--- src/ard_pkg.sv ---
// shared constants and types of the adc result dma engine
package ard_pkg;
  localparam int unsigned CLK_HZ          = 25_000_000;
  localparam int unsigned CONV_PERIOD_NS  = 2380; // fastest conversion period, 2.38 us
  // longest allowed time per sample, rounded down to whole cycles
  localparam int unsigned CONV_PERIOD_CYC = (CONV_PERIOD_NS * (CLK_HZ / 1_000_000)) / 1000;
  localparam int unsigned ACC_CYC         = 4;    // cycles per external access
  localparam int unsigned ADDR_W          = 24;
  localparam int unsigned RES_W           = 12;
  localparam int unsigned CHAN_W          = 4;
  localparam int unsigned FIFO_DEPTH      = 16;
  // control bit positions
  localparam int unsigned CTRL_B_DMA_BIT  = 6;
  localparam int unsigned CTRL_A_MDH_BIT  = 7;
  localparam int unsigned CTRL_A_MDL_BIT  = 6;
  localparam int unsigned CTRL_A_T2_BIT   = 1;
  localparam int unsigned CTRL_A_EXT_BIT  = 0;
  localparam logic [3:0]  CHAN_STOP       = 4'hf;
  localparam logic [23:0] SLOT_STEP       = 24'h00_0002;
  localparam logic [23:0] PTR_RST         = 24'h00_0000;
  localparam logic [7:0]  BYTE_RST        = 8'h00;

  typedef struct packed {
    logic [CHAN_W-1:0] chan;
    logic [RES_W-1:0]  result;
  } ard_sample_t;

  typedef enum logic [6:0] {
    SEQ_OFF   = 7'b000_0001,
    SEQ_RDCUR = 7'b000_0010,
    SEQ_RDNXT = 7'b000_0100,
    SEQ_ARM   = 7'b000_1000,
    SEQ_CONV  = 7'b001_0000,
    SEQ_FLUSH = 7'b010_0000,
    SEQ_DONE  = 7'b100_0000
  } ard_seq_t;

  typedef enum logic [4:0] {
    BUS_IDLE = 5'b0_0001,
    BUS_ALE  = 5'b0_0010,
    BUS_ADDR = 5'b0_0100,
    BUS_STRB = 5'b0_1000,
    BUS_HOLD = 5'b1_0000
  } ard_bus_t;
endpackage

--- src/ard_fifo.sv ---
// sample fifo between adc result capture and external memory writer
`timescale 1ns/1ps
module ard_fifo #(
  parameter int unsigned WIDTH = 16,
  parameter int unsigned DEPTH = 16
) (
  input  wire logic             sys_clk_i,
  input  wire logic             rst_n_i,
  input  wire logic             in_valid_i,
  output logic                  in_ready_o,
  input  wire logic [WIDTH-1:0] in_data_i,
  output logic                  out_valid_o,
  input  wire logic             out_ready_i,
  output logic [WIDTH-1:0]      out_data_o
);
  localparam int unsigned AW = $clog2(DEPTH);
  logic [WIDTH-1:0] mem [DEPTH];
  logic [AW-1:0]    wr_q;
  logic [AW-1:0]    rd_q;
  logic [AW:0]      cnt_q;
  logic             push;
  logic             pop;

  // full and empty come from the count so neither side can overrun
  assign in_ready_o  = (cnt_q != (AW+1)'(DEPTH));
  assign out_valid_o = (cnt_q != '0);
  assign push        = in_valid_i && in_ready_o;
  assign pop         = out_ready_i && out_valid_o;
  assign out_data_o  = mem[rd_q];

  // storage has no reset, only pointers and count do
  always_ff @(posedge sys_clk_i) begin
    if (push) begin
      mem[wr_q] <= in_data_i;
    end
  end

  // pointers wrap at depth, which need not be a power of two
  always_ff @(posedge sys_clk_i or negedge rst_n_i) begin
    if (!rst_n_i) begin
      wr_q  <= '0;
      rd_q  <= '0;
      cnt_q <= '0;
    end else begin
      if (push) begin
        wr_q <= (wr_q == AW'(DEPTH-1)) ? '0 : wr_q + 1'b1;
      end
      if (pop) begin
        rd_q <= (rd_q == AW'(DEPTH-1)) ? '0 : rd_q + 1'b1;
      end
      cnt_q <= cnt_q + (AW+1)'(push) - (AW+1)'(pop);
    end
  end
endmodule

--- src/ard_dma_engine.sv ---
// adc result dma engine: channel list walker and external memory writer
`timescale 1ns/1ps
module ard_dma_engine #(
  parameter int unsigned FIFO_DEPTH = ard_pkg::FIFO_DEPTH
) (
  input  wire logic        sys_clk_i,
  input  wire logic        rst_n_i,
  input  wire logic [7:0]  adc_ctrl_a_i,
  input  wire logic [7:0]  adc_ctrl_b_i,
  input  wire logic [7:0]  dma_ptr_low_i,
  input  wire logic [7:0]  dma_ptr_mid_i,
  input  wire logic [7:0]  dma_ptr_page_i,
  input  wire logic        conv_sw_start_i,
  input  wire logic        timer2_tick_i,
  input  wire logic        ext_trigger_i,
  input  wire logic        adc_result_valid_i,
  input  wire logic [11:0] adc_result_i,
  input  wire logic        adc_done_clr_i,
  input  wire logic [7:0]  muxed_addr_data_port_i,
  output logic             adc_conv_start_o,
  output logic [3:0]       adc_chan_o,
  output logic             adc_done_flag_o,
  output logic             core_xmem_deny_o,
  output logic [7:0]       muxed_addr_data_port_o,
  output logic             muxed_addr_data_port_oe_n_o,
  output logic [7:0]       upper_addr_port_o,
  output logic             ale_o,
  output logic             rd_n_o,
  output logic             wr_n_o
);
  ard_pkg::ard_seq_t    seq_q;
  ard_pkg::ard_bus_t    bus_q;
  ard_pkg::ard_sample_t fifo_in;
  ard_pkg::ard_sample_t fifo_out;
  logic        dma_en;
  logic        dma_en_q;
  logic        powered;
  logic        trigger;
  logic [2:0]  ext_sync_q;
  logic        ext_lvl_q;
  logic        ext_rise;
  logic [23:0] rd_ptr_q;
  logic [23:0] wr_ptr_q;
  logic [23:0] bus_addr_q;
  logic [7:0]  bus_data_q;
  logic        bus_wr_q;
  logic        bus_lo_q;
  logic        rd_req_q;
  logic        rd_done_q;
  logic [7:0]  rd_data_q;
  logic [3:0]  cur_id_q;
  logic [3:0]  nxt_id_q;
  logic        fifo_push;
  logic        fifo_in_ready;
  logic        fifo_out_valid;
  logic        fifo_pop;
  logic        flush_ok;
  logic [23:0] rd_addr;
  logic [23:0] bus_next;

  // next slot address, shared by reads and pointer steps
  function automatic logic [23:0] next_slot(input logic [23:0] a);
    next_slot = a + ard_pkg::SLOT_STEP;
  endfunction

  assign dma_en  = adc_ctrl_b_i[ard_pkg::CTRL_B_DMA_BIT];
  assign powered = adc_ctrl_a_i[ard_pkg::CTRL_A_MDH_BIT] | adc_ctrl_a_i[ard_pkg::CTRL_A_MDL_BIT];
  assign trigger = conv_sw_start_i
                 | (adc_ctrl_a_i[ard_pkg::CTRL_A_T2_BIT] & timer2_tick_i)
                 | (adc_ctrl_a_i[ard_pkg::CTRL_A_EXT_BIT] & ext_rise);
  assign ext_rise = (ext_sync_q[1] == ext_sync_q[2]) && ext_sync_q[2] && !ext_lvl_q;
  assign fifo_in  = '{chan: cur_id_q, result: adc_result_i};
  assign fifo_push = (seq_q == ard_pkg::SEQ_CONV) && adc_result_valid_i;
  assign fifo_pop  = (bus_q == ard_pkg::BUS_HOLD) && bus_wr_q && bus_lo_q;
  assign flush_ok  = !fifo_out_valid && (bus_q == ard_pkg::BUS_IDLE) && !rd_req_q;
  // id reads hit the current slot first, afterwards always one slot ahead
  assign rd_addr   = (seq_q == ard_pkg::SEQ_RDCUR) ? rd_ptr_q : next_slot(rd_ptr_q);
  assign bus_next  = bus_addr_q + 24'h00_0001;

  // external trigger pin: three stages, level accepted when last two agree
  always_ff @(posedge sys_clk_i or negedge rst_n_i) begin
    if (!rst_n_i) begin
      ext_sync_q <= 3'h0;
      ext_lvl_q  <= 1'b0;
    end else begin
      ext_sync_q <= {ext_sync_q[1:0], ext_trigger_i};
      if (ext_sync_q[1] == ext_sync_q[2]) begin
        ext_lvl_q <= ext_sync_q[2];
      end
    end
  end

  // bus ownership follows dma enable; core only loses the access
  // core keeps its timing, only access blocked
  always_ff @(posedge sys_clk_i or negedge rst_n_i) begin
    if (!rst_n_i) begin
      dma_en_q         <= 1'b0;
      core_xmem_deny_o <= 1'b0;
    end else begin
      dma_en_q         <= dma_en;
      // dma_en_q covers a cycle launched in the edge where enable drops
      core_xmem_deny_o <= dma_en || dma_en_q || (bus_q != ard_pkg::BUS_IDLE);
    end
  end

  // sample fifo keeps conversion capture apart from memory stalls
  ard_fifo #(
    .WIDTH ($bits(ard_pkg::ard_sample_t)),
    .DEPTH (FIFO_DEPTH)
  ) u_fifo (
    .sys_clk_i   (sys_clk_i),
    .rst_n_i     (rst_n_i),
    .in_valid_i  (fifo_push),
    .in_ready_o  (fifo_in_ready),
    .in_data_i   (fifo_in),
    .out_valid_o (fifo_out_valid),
    .out_ready_i (fifo_pop),
    .out_data_o  (fifo_out)
  );

  // sequencer: walk the channel list, pace conversions, detect the stop code
  always_ff @(posedge sys_clk_i or negedge rst_n_i) begin
    if (!rst_n_i) begin
      seq_q            <= ard_pkg::SEQ_OFF;
      rd_ptr_q         <= ard_pkg::PTR_RST;
      rd_req_q         <= 1'b0;
      cur_id_q         <= 4'h0;
      nxt_id_q         <= 4'h0;
      adc_conv_start_o <= 1'b0;
      adc_chan_o       <= 4'h0;
    end else begin
      adc_conv_start_o <= 1'b0;
      if (rd_done_q) begin
        rd_req_q <= 1'b0;
      end
      // leaving dma mode aborts the walk
      if (!dma_en) begin
        seq_q    <= ard_pkg::SEQ_OFF;
        rd_req_q <= 1'b0;
      end else begin
        case (seq_q)
          ard_pkg::SEQ_OFF: begin
            if (!dma_en_q) begin
              rd_ptr_q <= {dma_ptr_page_i, dma_ptr_mid_i, dma_ptr_low_i};
              rd_req_q <= 1'b1;
              seq_q    <= ard_pkg::SEQ_RDCUR;
            end
          end
          ard_pkg::SEQ_RDCUR: begin
            if (rd_done_q) begin
              cur_id_q <= rd_data_q[7:4];
              rd_req_q <= (rd_data_q[7:4] != ard_pkg::CHAN_STOP);
              seq_q    <= (rd_data_q[7:4] == ard_pkg::CHAN_STOP) ? ard_pkg::SEQ_FLUSH
                                                                 : ard_pkg::SEQ_RDNXT;
            end
          end
          ard_pkg::SEQ_RDNXT: begin
            // all-ones next field: current slot is the repeated id
            // so it and the stop slot are never written
            if (rd_done_q) begin
              nxt_id_q <= rd_data_q[7:4];
              seq_q    <= (rd_data_q[7:4] == ard_pkg::CHAN_STOP) ? ard_pkg::SEQ_FLUSH
                                                                 : ard_pkg::SEQ_ARM;
            end
          end
          ard_pkg::SEQ_ARM: begin
            // stall here while the fifo is full rather than drop a sample
            if (trigger && powered && fifo_in_ready) begin
              adc_conv_start_o <= 1'b1;
              adc_chan_o       <= cur_id_q;
              seq_q            <= ard_pkg::SEQ_CONV;
            end
          end
          ard_pkg::SEQ_CONV: begin
            // result queued, step to the next slot
            if (adc_result_valid_i) begin
              cur_id_q <= nxt_id_q;
              rd_ptr_q <= next_slot(rd_ptr_q);
              rd_req_q <= 1'b1;
              seq_q    <= ard_pkg::SEQ_RDNXT;
            end
          end
          ard_pkg::SEQ_FLUSH: begin
            if (flush_ok) begin
              seq_q <= ard_pkg::SEQ_DONE;
            end
          end
          ard_pkg::SEQ_DONE: begin
            seq_q <= ard_pkg::SEQ_DONE;
          end
          default: begin
            seq_q <= ard_pkg::SEQ_OFF;
          end
        endcase
      end
    end
  end

  // completion flag; a set in the clear cycle wins
  always_ff @(posedge sys_clk_i or negedge rst_n_i) begin
    if (!rst_n_i) begin
      adc_done_flag_o <= 1'b0;
    end else if ((seq_q == ard_pkg::SEQ_FLUSH) && flush_ok && dma_en) begin
      adc_done_flag_o <= 1'b1;
    end else if (adc_done_clr_i) begin
      adc_done_flag_o <= 1'b0;
    end
  end

  // external cycle: ale, address, strobe, hold; fifo writes first
  // 24-bit address carried on both ports
  always_ff @(posedge sys_clk_i or negedge rst_n_i) begin
    if (!rst_n_i) begin
      bus_q                       <= ard_pkg::BUS_IDLE;
      bus_addr_q                  <= ard_pkg::PTR_RST;
      bus_data_q                  <= ard_pkg::BYTE_RST;
      bus_wr_q                    <= 1'b0;
      bus_lo_q                    <= 1'b0;
      wr_ptr_q                    <= ard_pkg::PTR_RST;
      rd_done_q                   <= 1'b0;
      rd_data_q                   <= ard_pkg::BYTE_RST;
      ale_o                       <= 1'b0;
      rd_n_o                      <= 1'b1;
      wr_n_o                      <= 1'b1;
      muxed_addr_data_port_o      <= ard_pkg::BYTE_RST;
      muxed_addr_data_port_oe_n_o <= 1'b1;
      upper_addr_port_o           <= ard_pkg::BYTE_RST;
    end else begin
      rd_done_q <= 1'b0;
      case (bus_q)
        ard_pkg::BUS_IDLE: begin
          if (!dma_en_q) begin
            wr_ptr_q <= {dma_ptr_page_i, dma_ptr_mid_i, dma_ptr_low_i};
          end else if (fifo_out_valid || (rd_req_q && !rd_done_q)) begin
            // high byte keeps the id above the top result bits
            bus_wr_q   <= fifo_out_valid;
            bus_lo_q   <= 1'b0;
            bus_addr_q <= fifo_out_valid ? wr_ptr_q : rd_addr;
            bus_data_q <= {fifo_out.chan, fifo_out.result[11:8]};
            bus_q      <= ard_pkg::BUS_ALE;
            // strobe with low and page bytes presented
            ale_o                       <= 1'b1;
            muxed_addr_data_port_oe_n_o <= 1'b0;
            muxed_addr_data_port_o      <= fifo_out_valid ? wr_ptr_q[7:0] : rd_addr[7:0];
            upper_addr_port_o           <= fifo_out_valid ? wr_ptr_q[23:16] : rd_addr[23:16];
          end
        end
        ard_pkg::BUS_ALE: begin
          // middle byte follows the latched page byte
          ale_o             <= 1'b0;
          upper_addr_port_o <= bus_addr_q[15:8];
          bus_q             <= ard_pkg::BUS_ADDR;
        end
        ard_pkg::BUS_ADDR: begin
          // low port turns from address to data
          rd_n_o                      <= bus_wr_q;
          wr_n_o                      <= !bus_wr_q;
          muxed_addr_data_port_oe_n_o <= !bus_wr_q;
          muxed_addr_data_port_o      <= bus_wr_q ? bus_data_q : ard_pkg::BYTE_RST;
          bus_q                       <= ard_pkg::BUS_STRB;
        end
        ard_pkg::BUS_STRB: begin
          rd_n_o                      <= 1'b1;
          wr_n_o                      <= 1'b1;
          muxed_addr_data_port_oe_n_o <= 1'b1;
          rd_data_q                   <= muxed_addr_data_port_i;
          bus_q                       <= ard_pkg::BUS_HOLD;
        end
        ard_pkg::BUS_HOLD: begin
          rd_done_q <= !bus_wr_q;
          if (bus_wr_q && !bus_lo_q) begin
            // second byte of the slot carries the low result bits
            bus_lo_q                    <= 1'b1;
            bus_addr_q                  <= bus_next;
            bus_data_q                  <= fifo_out.result[7:0];
            ale_o                       <= 1'b1;
            muxed_addr_data_port_oe_n_o <= 1'b0;
            muxed_addr_data_port_o      <= bus_next[7:0];
            upper_addr_port_o           <= bus_next[23:16];
            bus_q                       <= ard_pkg::BUS_ALE;
          end else begin
            if (bus_wr_q) begin
              wr_ptr_q <= next_slot(wr_ptr_q);
            end
            bus_q <= ard_pkg::BUS_IDLE;
          end
        end
        default: begin
          bus_q <= ard_pkg::BUS_IDLE;
        end
      endcase
    end
  end

  a_strobe_owned: assert property (@(posedge sys_clk_i) disable iff (!rst_n_i)
    (ale_o || !wr_n_o || !rd_n_o) |-> core_xmem_deny_o)
    else $error("external cycle without bus ownership");

  a_cycle_shape: assert property (@(posedge sys_clk_i) disable iff (!rst_n_i)
    $rose(ale_o) |=> !ale_o ##1 (rd_n_o ^ wr_n_o) ##1 (rd_n_o && wr_n_o))
    else $error("external cycle phases out of order");

  a_ale_bytes: assert property (@(posedge sys_clk_i) disable iff (!rst_n_i)
    ale_o |-> (muxed_addr_data_port_o == bus_addr_q[7:0])
           && (upper_addr_port_o == bus_addr_q[23:16]) && !muxed_addr_data_port_oe_n_o)
    else $error("low or page byte wrong at address strobe");

  a_write_data: assert property (@(posedge sys_clk_i) disable iff (!rst_n_i)
    !wr_n_o |-> !muxed_addr_data_port_oe_n_o && (muxed_addr_data_port_o == bus_data_q)
             && (upper_addr_port_o == bus_addr_q[15:8]))
    else $error("write data or middle byte wrong");

  a_start_ptr: assert property (@(posedge sys_clk_i) disable iff (!rst_n_i)
    (seq_q == ard_pkg::SEQ_OFF && dma_en && !dma_en_q) |=>
      rd_ptr_q == {$past(dma_ptr_page_i), $past(dma_ptr_mid_i), $past(dma_ptr_low_i)})
    else $error("walk did not start at loaded pointer");

  a_ptr_step: assert property (@(posedge sys_clk_i) disable iff (!rst_n_i)
    (fifo_push && dma_en) |=> rd_ptr_q == $past(rd_ptr_q) + ard_pkg::SLOT_STEP)
    else $error("pointer did not step by one slot");

  a_stop_code: assert property (@(posedge sys_clk_i) disable iff (!rst_n_i)
    (seq_q == ard_pkg::SEQ_RDNXT && rd_done_q && dma_en
      && rd_data_q[7:4] == ard_pkg::CHAN_STOP) |=> !adc_conv_start_o [*3])
    else $error("conversion started after stop code");

  a_done_set: assert property (@(posedge sys_clk_i) disable iff (!rst_n_i)
    (seq_q == ard_pkg::SEQ_FLUSH && flush_ok && dma_en) |=> adc_done_flag_o)
    else $error("done flag not set at completion");

  a_mode_gate: assert property (@(posedge sys_clk_i) disable iff (!rst_n_i)
    adc_conv_start_o |-> $past(dma_en) && $past(seq_q == ard_pkg::SEQ_ARM))
    else $error("conversion outside dma mode");

  a_drain_fast: assert property (@(posedge sys_clk_i) disable iff (!rst_n_i)
    (bus_q == ard_pkg::BUS_IDLE && fifo_out_valid && dma_en_q) |=> ##[0:9] fifo_pop)
    else $error("sample store slower than conversion rate");
endmodule

--- config.mk ---
export PLATFORM = sky130hd
export DESIGN_NAME = ard_dma_engine
export DESIGN_NICKNAME = d
export VERILOG_FILES = /design/src/ard_pkg.sv /design/src/ard_fifo.sv /design/src/ard_dma_engine.sv
export SDC_FILE = /design/constraint.sdc
export NUM_CORES = 1
export LEC_CHECK = 0
export BUFFER_PORTS_ARGS = -buffer_cell sky130_fd_sc_hd__buf_2
export CAP_MARGIN = 0
export CORE_MARGIN = 5
export CORE_UTILIZATION = 45
export CTS_CLUSTER_DIAMETER = 40
export DETAILED_ROUTE_END_ITERATION = 16
export MAX_ROUTING_LAYER = met4
export SLEW_MARGIN = 10
export SYNTH_ARGS = -nofsm -noshare
export SYNTH_HDL_FRONTEND = slang
export SYNTH_SLANG_ARGS = --single-unit
--- constraint.sdc ---
create_clock -name sys_clk_i -period 3.54 [get_ports sys_clk_i]
set_clock_uncertainty 0.2 [all_clocks]
set_input_delay 0.708 -clock sys_clk_i [delete_from_list [all_inputs] [get_ports sys_clk_i]]
set_output_delay 0.708 -clock sys_clk_i [all_outputs]
set_load 0.005 [all_outputs]
# Word-level counts from Yosys, hierarchy flattened
# Memories as Yosys holds them, arrays and structs flattened.
# Index checks and enable logic that the tools add are counted.
word_totals:
  reg_bits: 157
  mem_bits_rw: 256
  inputBits: 67
  output_inout_bits: 27
  memories: 1
op_classes:
  addsub: 7
  eq_ne: 34
  n_mux: 71
  bitwise: 5
  n_reduce_logical: 45
memory_table:
  columns: ["memory", "depth", "word_bits", "rd", "rd_ports_with_merged_regs", "wr", "line_no", "rtl"]
  rows:
  - ["u_fifo.mem", 16, 16, 1, 0, 1, "ard_fifo.sv:17", "logic [WIDTH-1:0] mem [DEPTH];"]
op_table:
  columns: ["cell", "count"]
  rows:
  - ["$mux W24", 9]
  - ["$pmux W24 S2", 3]
  - ["$mux W8", 12]
  - ["$mux W7", 7]
  - ["$pmux W7 S7", 1]
  - ["$add A24 B2 Y24 const B", 2]
  - ["$pmux W8 S3", 2]
  - ["$reduce_and A4 Y1", 7]
  - ["$pmux W5 S5", 1]
  - ["$add A24 B1 Y24 const B", 1]
  - ["$mux W1", 19]
  - ["$ne A3 B3 Y1 const B", 6]
  - ["$mux W4", 4]
  - ["$pmux W8 S2", 1]
  - ["$logic_and A1 B1 Y1", 15]
  - ["$ne A2 B2 Y1 const B", 7]
  - ["$eq A4 B4 Y1 const B", 3]
  - ["$mux W6", 2]
  - ["$mux W5", 2]
  - ["$reduce_bool A2 Y1", 5]
  - ["$reduce_and A3 Y1", 3]
  - ["$add A4 B1 Y4 const B", 2]
  - ["$pmux W4 S2", 1]
  - ["$eq A7 B1 Y1 const B", 1]
  - ["31 further kinds", 46]

# Depth between registers and ports, before layout
logic_depth:
  depth_word: 10
  mapped_depth: 15
  mapped_depth_nobuf: 14

# Cells and area by module
# A second synthesis with hierarchy kept.
unflattened:
  cells_unflattened: 1591
  hier_area_um2: 19317.3
by_module_without_submodules:
  columns: ["mod", "n_inst", "cells_each", "area_per_inst_um2"]
  rows:
  - ["ard_fifo", 1, 554, 10882.9]
  - ["ard_dma_engine", 1, 1037, 8434.3]

# Worst setup path after synthesis
# Ideal clock, no wire load.
synth_path:
  path_kind: "register -> register"
  from: "register seq_q[1]"
  to: "memory u_fifo.mem[0][0], enable pin"
  setup_ns: 0.409
  arrival_ns: 2.969
  setup_slack_ns: -0.038
  stages_incl_launch_ff: 8
  path_buffers: 1
  period_less_slack_ns: 3.578
  path_cell_list: "dfrtp_1 -> or3_1 -> nor4_2 -> nand2_1 -> nor2_1 -> buf_2 -> nand2_1 -> nor3_1"
synth_between:
  elab_chain_len: 5
synth_lines:
  columns: ["item", "line_no", "rtl"]
  rows:
  - ["start, declared", "ard_dma_engine.sv:31", "ard_pkg::ard_seq_t seq_q;"]
  - ["start signal, assigned", "ard_dma_engine.sv:124", "seq_q <= ard_pkg::SEQ_OFF;"]
  - ["start signal, assigned", "ard_dma_engine.sv:138", "seq_q <= ard_pkg::SEQ_OFF;"]
  - ["start signal, assigned", "ard_dma_engine.sv:146", "seq_q <= ard_pkg::SEQ_RDCUR;"]
  - ["$eq A7 B5 Y1", "ard_dma_engine.sv:73", "assign fifo_push = (seq_q == ard_pkg::SEQ_CONV) && adc_result_valid_i;"]
  - ["$logic_and A1 B1 Y1", "ard_dma_engine.sv:73", null]
  - ["$logic_and A1 B1 Y1", "ard_fifo.sv:27", "assign push = in_valid_i && in_ready_o;"]
  - ["named net u_fifo.push", "ard_fifo.sv:21", "logic push;"]
  - ["$mux W1", "ard_fifo.sv:33", "if (push) begin"]
  - ["$mux W1 (not written as such)", "ard_fifo.sv:34", "mem[wr_q] <= in_data_i;"]
  - ["end, declared", "ard_fifo.sv:17", null]
# The timed path passes the listed nets, and every way through them passes these cells.

# Final worst setup path
layout_path:
  from: "register seq_q[5]"
  to: "register upper_addr_port_o[0]"
layout_between:
  elab_chain_len: 6
layout_lines:
  columns: ["item", "line_no", "rtl"]
  rows:
  - ["$eq A7 B2 Y1", "ard_dma_engine.sv:77", "assign rd_addr = (seq_q == ard_pkg::SEQ_RDCUR) ? rd_ptr_q : next_slot(rd_ptr_q);"]
  - ["$mux W24", "ard_dma_engine.sv:77", null]
  - ["$mux W8", "ard_dma_engine.sv:245", "upper_addr_port_o <= fifo_out_valid ? wr_ptr_q[23:16] : rd_addr[23:16];"]
  - ["$mux W8", "ard_dma_engine.sv:234", "end else if (fifo_out_valid || (rd_req_q && !rd_done_q)) begin"]
  - ["$mux W8", "ard_dma_engine.sv:232", "if (!dma_en_q) begin"]
  - ["$pmux W8 S3", "ard_dma_engine.sv:230", "case (bus_q)"]
  - ["end signal, assigned", "ard_dma_engine.sv:227", "upper_addr_port_o <= ard_pkg::BYTE_RST;"]
  - ["end signal, assigned", "ard_dma_engine.sv:245", null]
  - ["end signal, assigned", "ard_dma_engine.sv:251", "upper_addr_port_o <= bus_addr_q[15:8];"]
  - ["end, declared", "ard_dma_engine.sv:26", "output logic [7:0] upper_addr_port_o,"]
# Every way passes these cells. The select of a mux whose other input is x is not followed.
# A chain may end at the register's enable or synchronous reset.

==> impl_metrics.csv <==
group,metric,value,unit
final_layout,syn_to_final_growth,17.8,%
sta,final_hold_viol_count,0,
synthesis,synth.avg_cell_area,12.2,um^2
floorplanning,num_rows,75,
setup_path,crit_start,"seq_q[5]",
setup_path,cp_data_required_time,3.78,ns
route,dr_total_vias,13200,
synthesis,yosysSeqAreaShare,61.0,%
sta,fmax,0.318,GHz
floorplanning,die_w,215,um
setup_path,r2r_end,"upper_addr_port_o[0]",
sta,setup_viol,0,
clock_network,cts.clk_slew.worst_paths,0.05,ns
floorplanning,initial_core_util,45.2,%
min_path,hold_class,"in -> reg",
placement,port-buffer-count,78,
route,wl_met2,24500,um
clock_network,numCtsBuffers,59,
placement,hpwl,31900,um
final_layout,antenna_cells,0,
global_routing,grt_pass1_wl,75700,um
route,ant_nets,0,
setup_path,worstPathCellList,"or4_4, nor3_4, buf_4, nor4_1, nor3_1, or3_1, a31oi_1",
final_layout,utilization,53.3,%
clock_network,h-tree-depth,2,
floorplanning,ioPinCount,94,
sta,final.setup.tns,0,ns
power_and_ir_drop,ir_worst_vdd,0.490,mV
final_layout,fin_area,22200,um^2
placement,post_dp_cell_area,20100,um^2
synthesis,synth_area,18900,um^2
global_routing,grt_pass1_vias,12800,
setup_path,critical_path_class,"reg -> reg",
setup_path,critPathBufInv,1,
setup_path,slowest_stage,"or4_4",
floorplanning,fp.dieH,215,um
floorplanning,core_area,41800,um^2
sta,rsz0062_at_grt,"false",
clock_network,clkSinkCount,409,
synthesis,synth_top_cell_area_share,40.7,%
synthesis,ys_types,72,
job,drv_cap,0,
clock_network,cts_buffer_depth,3,
placement,gp_congestion,0.873,
global_routing,antenna_found_initial,0,
power_and_ir_drop,p_per_area,708,nW/um^2
synthesis,ys_warn_count,0,
setup_path,worstSetupEndpoint,"upper_addr_port_o[0]",
power_and_ir_drop,power_leakage,7.80,nW
placement,pre_cts_slack,0.429,ns
route,first_pass_iters,6,
route,m1WireLength,20400,um
setup_path,critical_path_depth,7,
sta,tightest_slew,0.769,ns
synthesis,yosys.area.top_type,"edfxtp_1",
synthesis,netlist_instances,1551,
setup_path,cp.arrival,3.39,ns
clock_network,cts_root_buf,"clkbuf_16",
setup_path,slowest_delay,0.62,ns
route,dr_wl_met3,2100,um
sta,setup_ws,0.391,ns
route,drc_errors,0,
setup_path,cp_max_fo,13,
final_layout,nNetsFinal,1728,
route,routed_via_density,5.91,
setup_path,r2r_cells,7,
setup_path,crit_path_start_kind,"flip-flop",
sta,fin_crit_sh,89.0,%
synthesis,synthFlopType,"edfxtp_1",
clock_network,tritoncts,"done",
clock_network,worstSkewPairLatency,0.62,ns
setup_path,rrSetupSlack,0.39,ns
sta,min_period,3.15,ns
synthesis,syn_nets,1634,
synthesis,synthTopCellsByCount,"256 x edfxtp_1, 148 x dfrtp_1, 142 x nand2_1",
sta,relSlewSlack,48.7,%
global_routing,grt_max_degree,85,
synthesis,async_flop_share,37.4,%
setup_path,cp_top_family,"simple AND/OR/NAND/NOR gates",
route,totalWireLength,48800,um
synthesis,synth_area_leaders,"edfxtp_1 41%, dfrtp_1 20%, mux2i_1 4.0%, mux4_2 3.8%, a21oi_1 3.3%",
route,routedWlPerCell,21.8,um
floorplanning,dieArea,46100,um^2
route,drt_iter0_markers,1212,
sta,final_max_slew_viol_count,0,
synthesis,synth.most_common_cell,"edfxtp_1",
final_layout,drive_above_1_share,19.2,%
synthesis,synth_edf_count,256,
setup_path,rr_startpoint,"seq_q[5]",
run_status,status,"finished clean",
setup_path,endpoint_kind,"flip-flop",
clock_network,cts_resized,0,
synthesis,ys_ff_latch,409,
route,routed.top_layer,"met4",
global_routing,grt_usage,21.5,%
global_routing,grt.overflow.total,0,
[per-stage QoR]
step	total power [mW]	std cells	hold WS, ns
after CTS	15.9	2234	0.0818
after global placement	9.68	2121	0.133
after global routing	16.6	2234	0.104
final	15.7	2234	0.109
after detailed placement	9.77	2121	0.138
after floorplan	8.66	1551	0.131
[cell usage in the layout (no fill, tap or decap), drive strengths merged, types with 8 or more instances in the layout]
cell type / n
bufinv: 9
a22oi: 9
and3: 11
a211oi: 14
nor2: 106
clkinvlp: 8
dfrtp: 148
nor4: 18
clkbuf: 63
edfxtp: 256
a2bb2oi: 11
nand3: 46
a21oi: 124
mux4: 32
nand4: 26
clkinv: 23
xnor2: 18
xor2: 19
a31oi: 16
o221ai: 34
nand2: 142
nor3: 26
o22ai: 37
inv: 36
ha: 15
and2: 10
buf: 135
o21ai: 88
mux2: 17
mux2i: 76
or3: 15
nand2b: 11
[cells by family (layout without fill, tap and decap cells)]
logic type / after synthesis / after routing / share of synthesized area (%)
buffers and inverters: 132 / 276 / 2.92
flip-flops: 409 / 409 / 61.0
XOR/XNOR: 37 / 37 / 1.72
multiplexers: 125 / 125 / 8.86
AO/OA/AOI/OAI: 395 / 395 / 13.2
adder cells (fa/ha/maj): 16 / 16 / 1.10
AND/OR/NAND/NOR: 437 / 437 / 11.2
[where the power goes]
group | internal, mW | switching [mW]
registers | 5.75 | 0.799
logic | 1.28 | 1.86
clock network | 3.76 | 2.29
total | 10.8 | 4.95
[routing by layer]
layer / up-vias / global-route usage [%]
met5: - / -
met4: 0 / 7.86
met3: 96 / 3.05
met2: 300 / 35.7
met1: 6663 / 27.3
li1: 6142 / -
[how the worst min path moves through the flow]
stage	slack (ns)	cells after the start	end	startpoint
after floorplan	0.13	0	ext_sync_q[1]	ext_sync_q[0]
after global placement	0.13	0	ext_sync_q[1]	ext_sync_q[0]
after detailed placement	0.14	0	ext_sync_q[1]	ext_sync_q[0]
after CTS	0.08	2	adc_done_flag_o	adc_done_clr_i
after global routing	0.10	2	rd_data_q[6]	muxed_addr_data_port_i[6]
final	0.11	2	adc_done_flag_o	adc_done_clr_i
[cell type report]
type / instances / area, um^2
timing repair buffer: 137 / 957
sequential: 409 / 11500
clock buffer: 63 / 1490
clock inverter: 48 / 592
inverter: 28 / 105
tap: 539 / 674
multi-input combinational: 1010 / 6900
fill: 3552 / 19500
[state kept, by name (all words and copies together), names as in the netlist, 5 cells and up]
name and count:
bus_addr_q 24, wr_ptr_q 24, bus_data_q 8, u_fifo.cnt_q 5, u_fifo.mem 256, upper_addr_port_o 8, muxed_addr_data_port_o 8, rd_ptr_q 24
bus_q 5, seq_q 7
[timing repair]
action                                 CTS  global route
hold buffers                             2             0
endpoints found under the hold margin   58             0
buffers inserted                         0             0
Note: power is estimated with default switching activity, not from simulation.
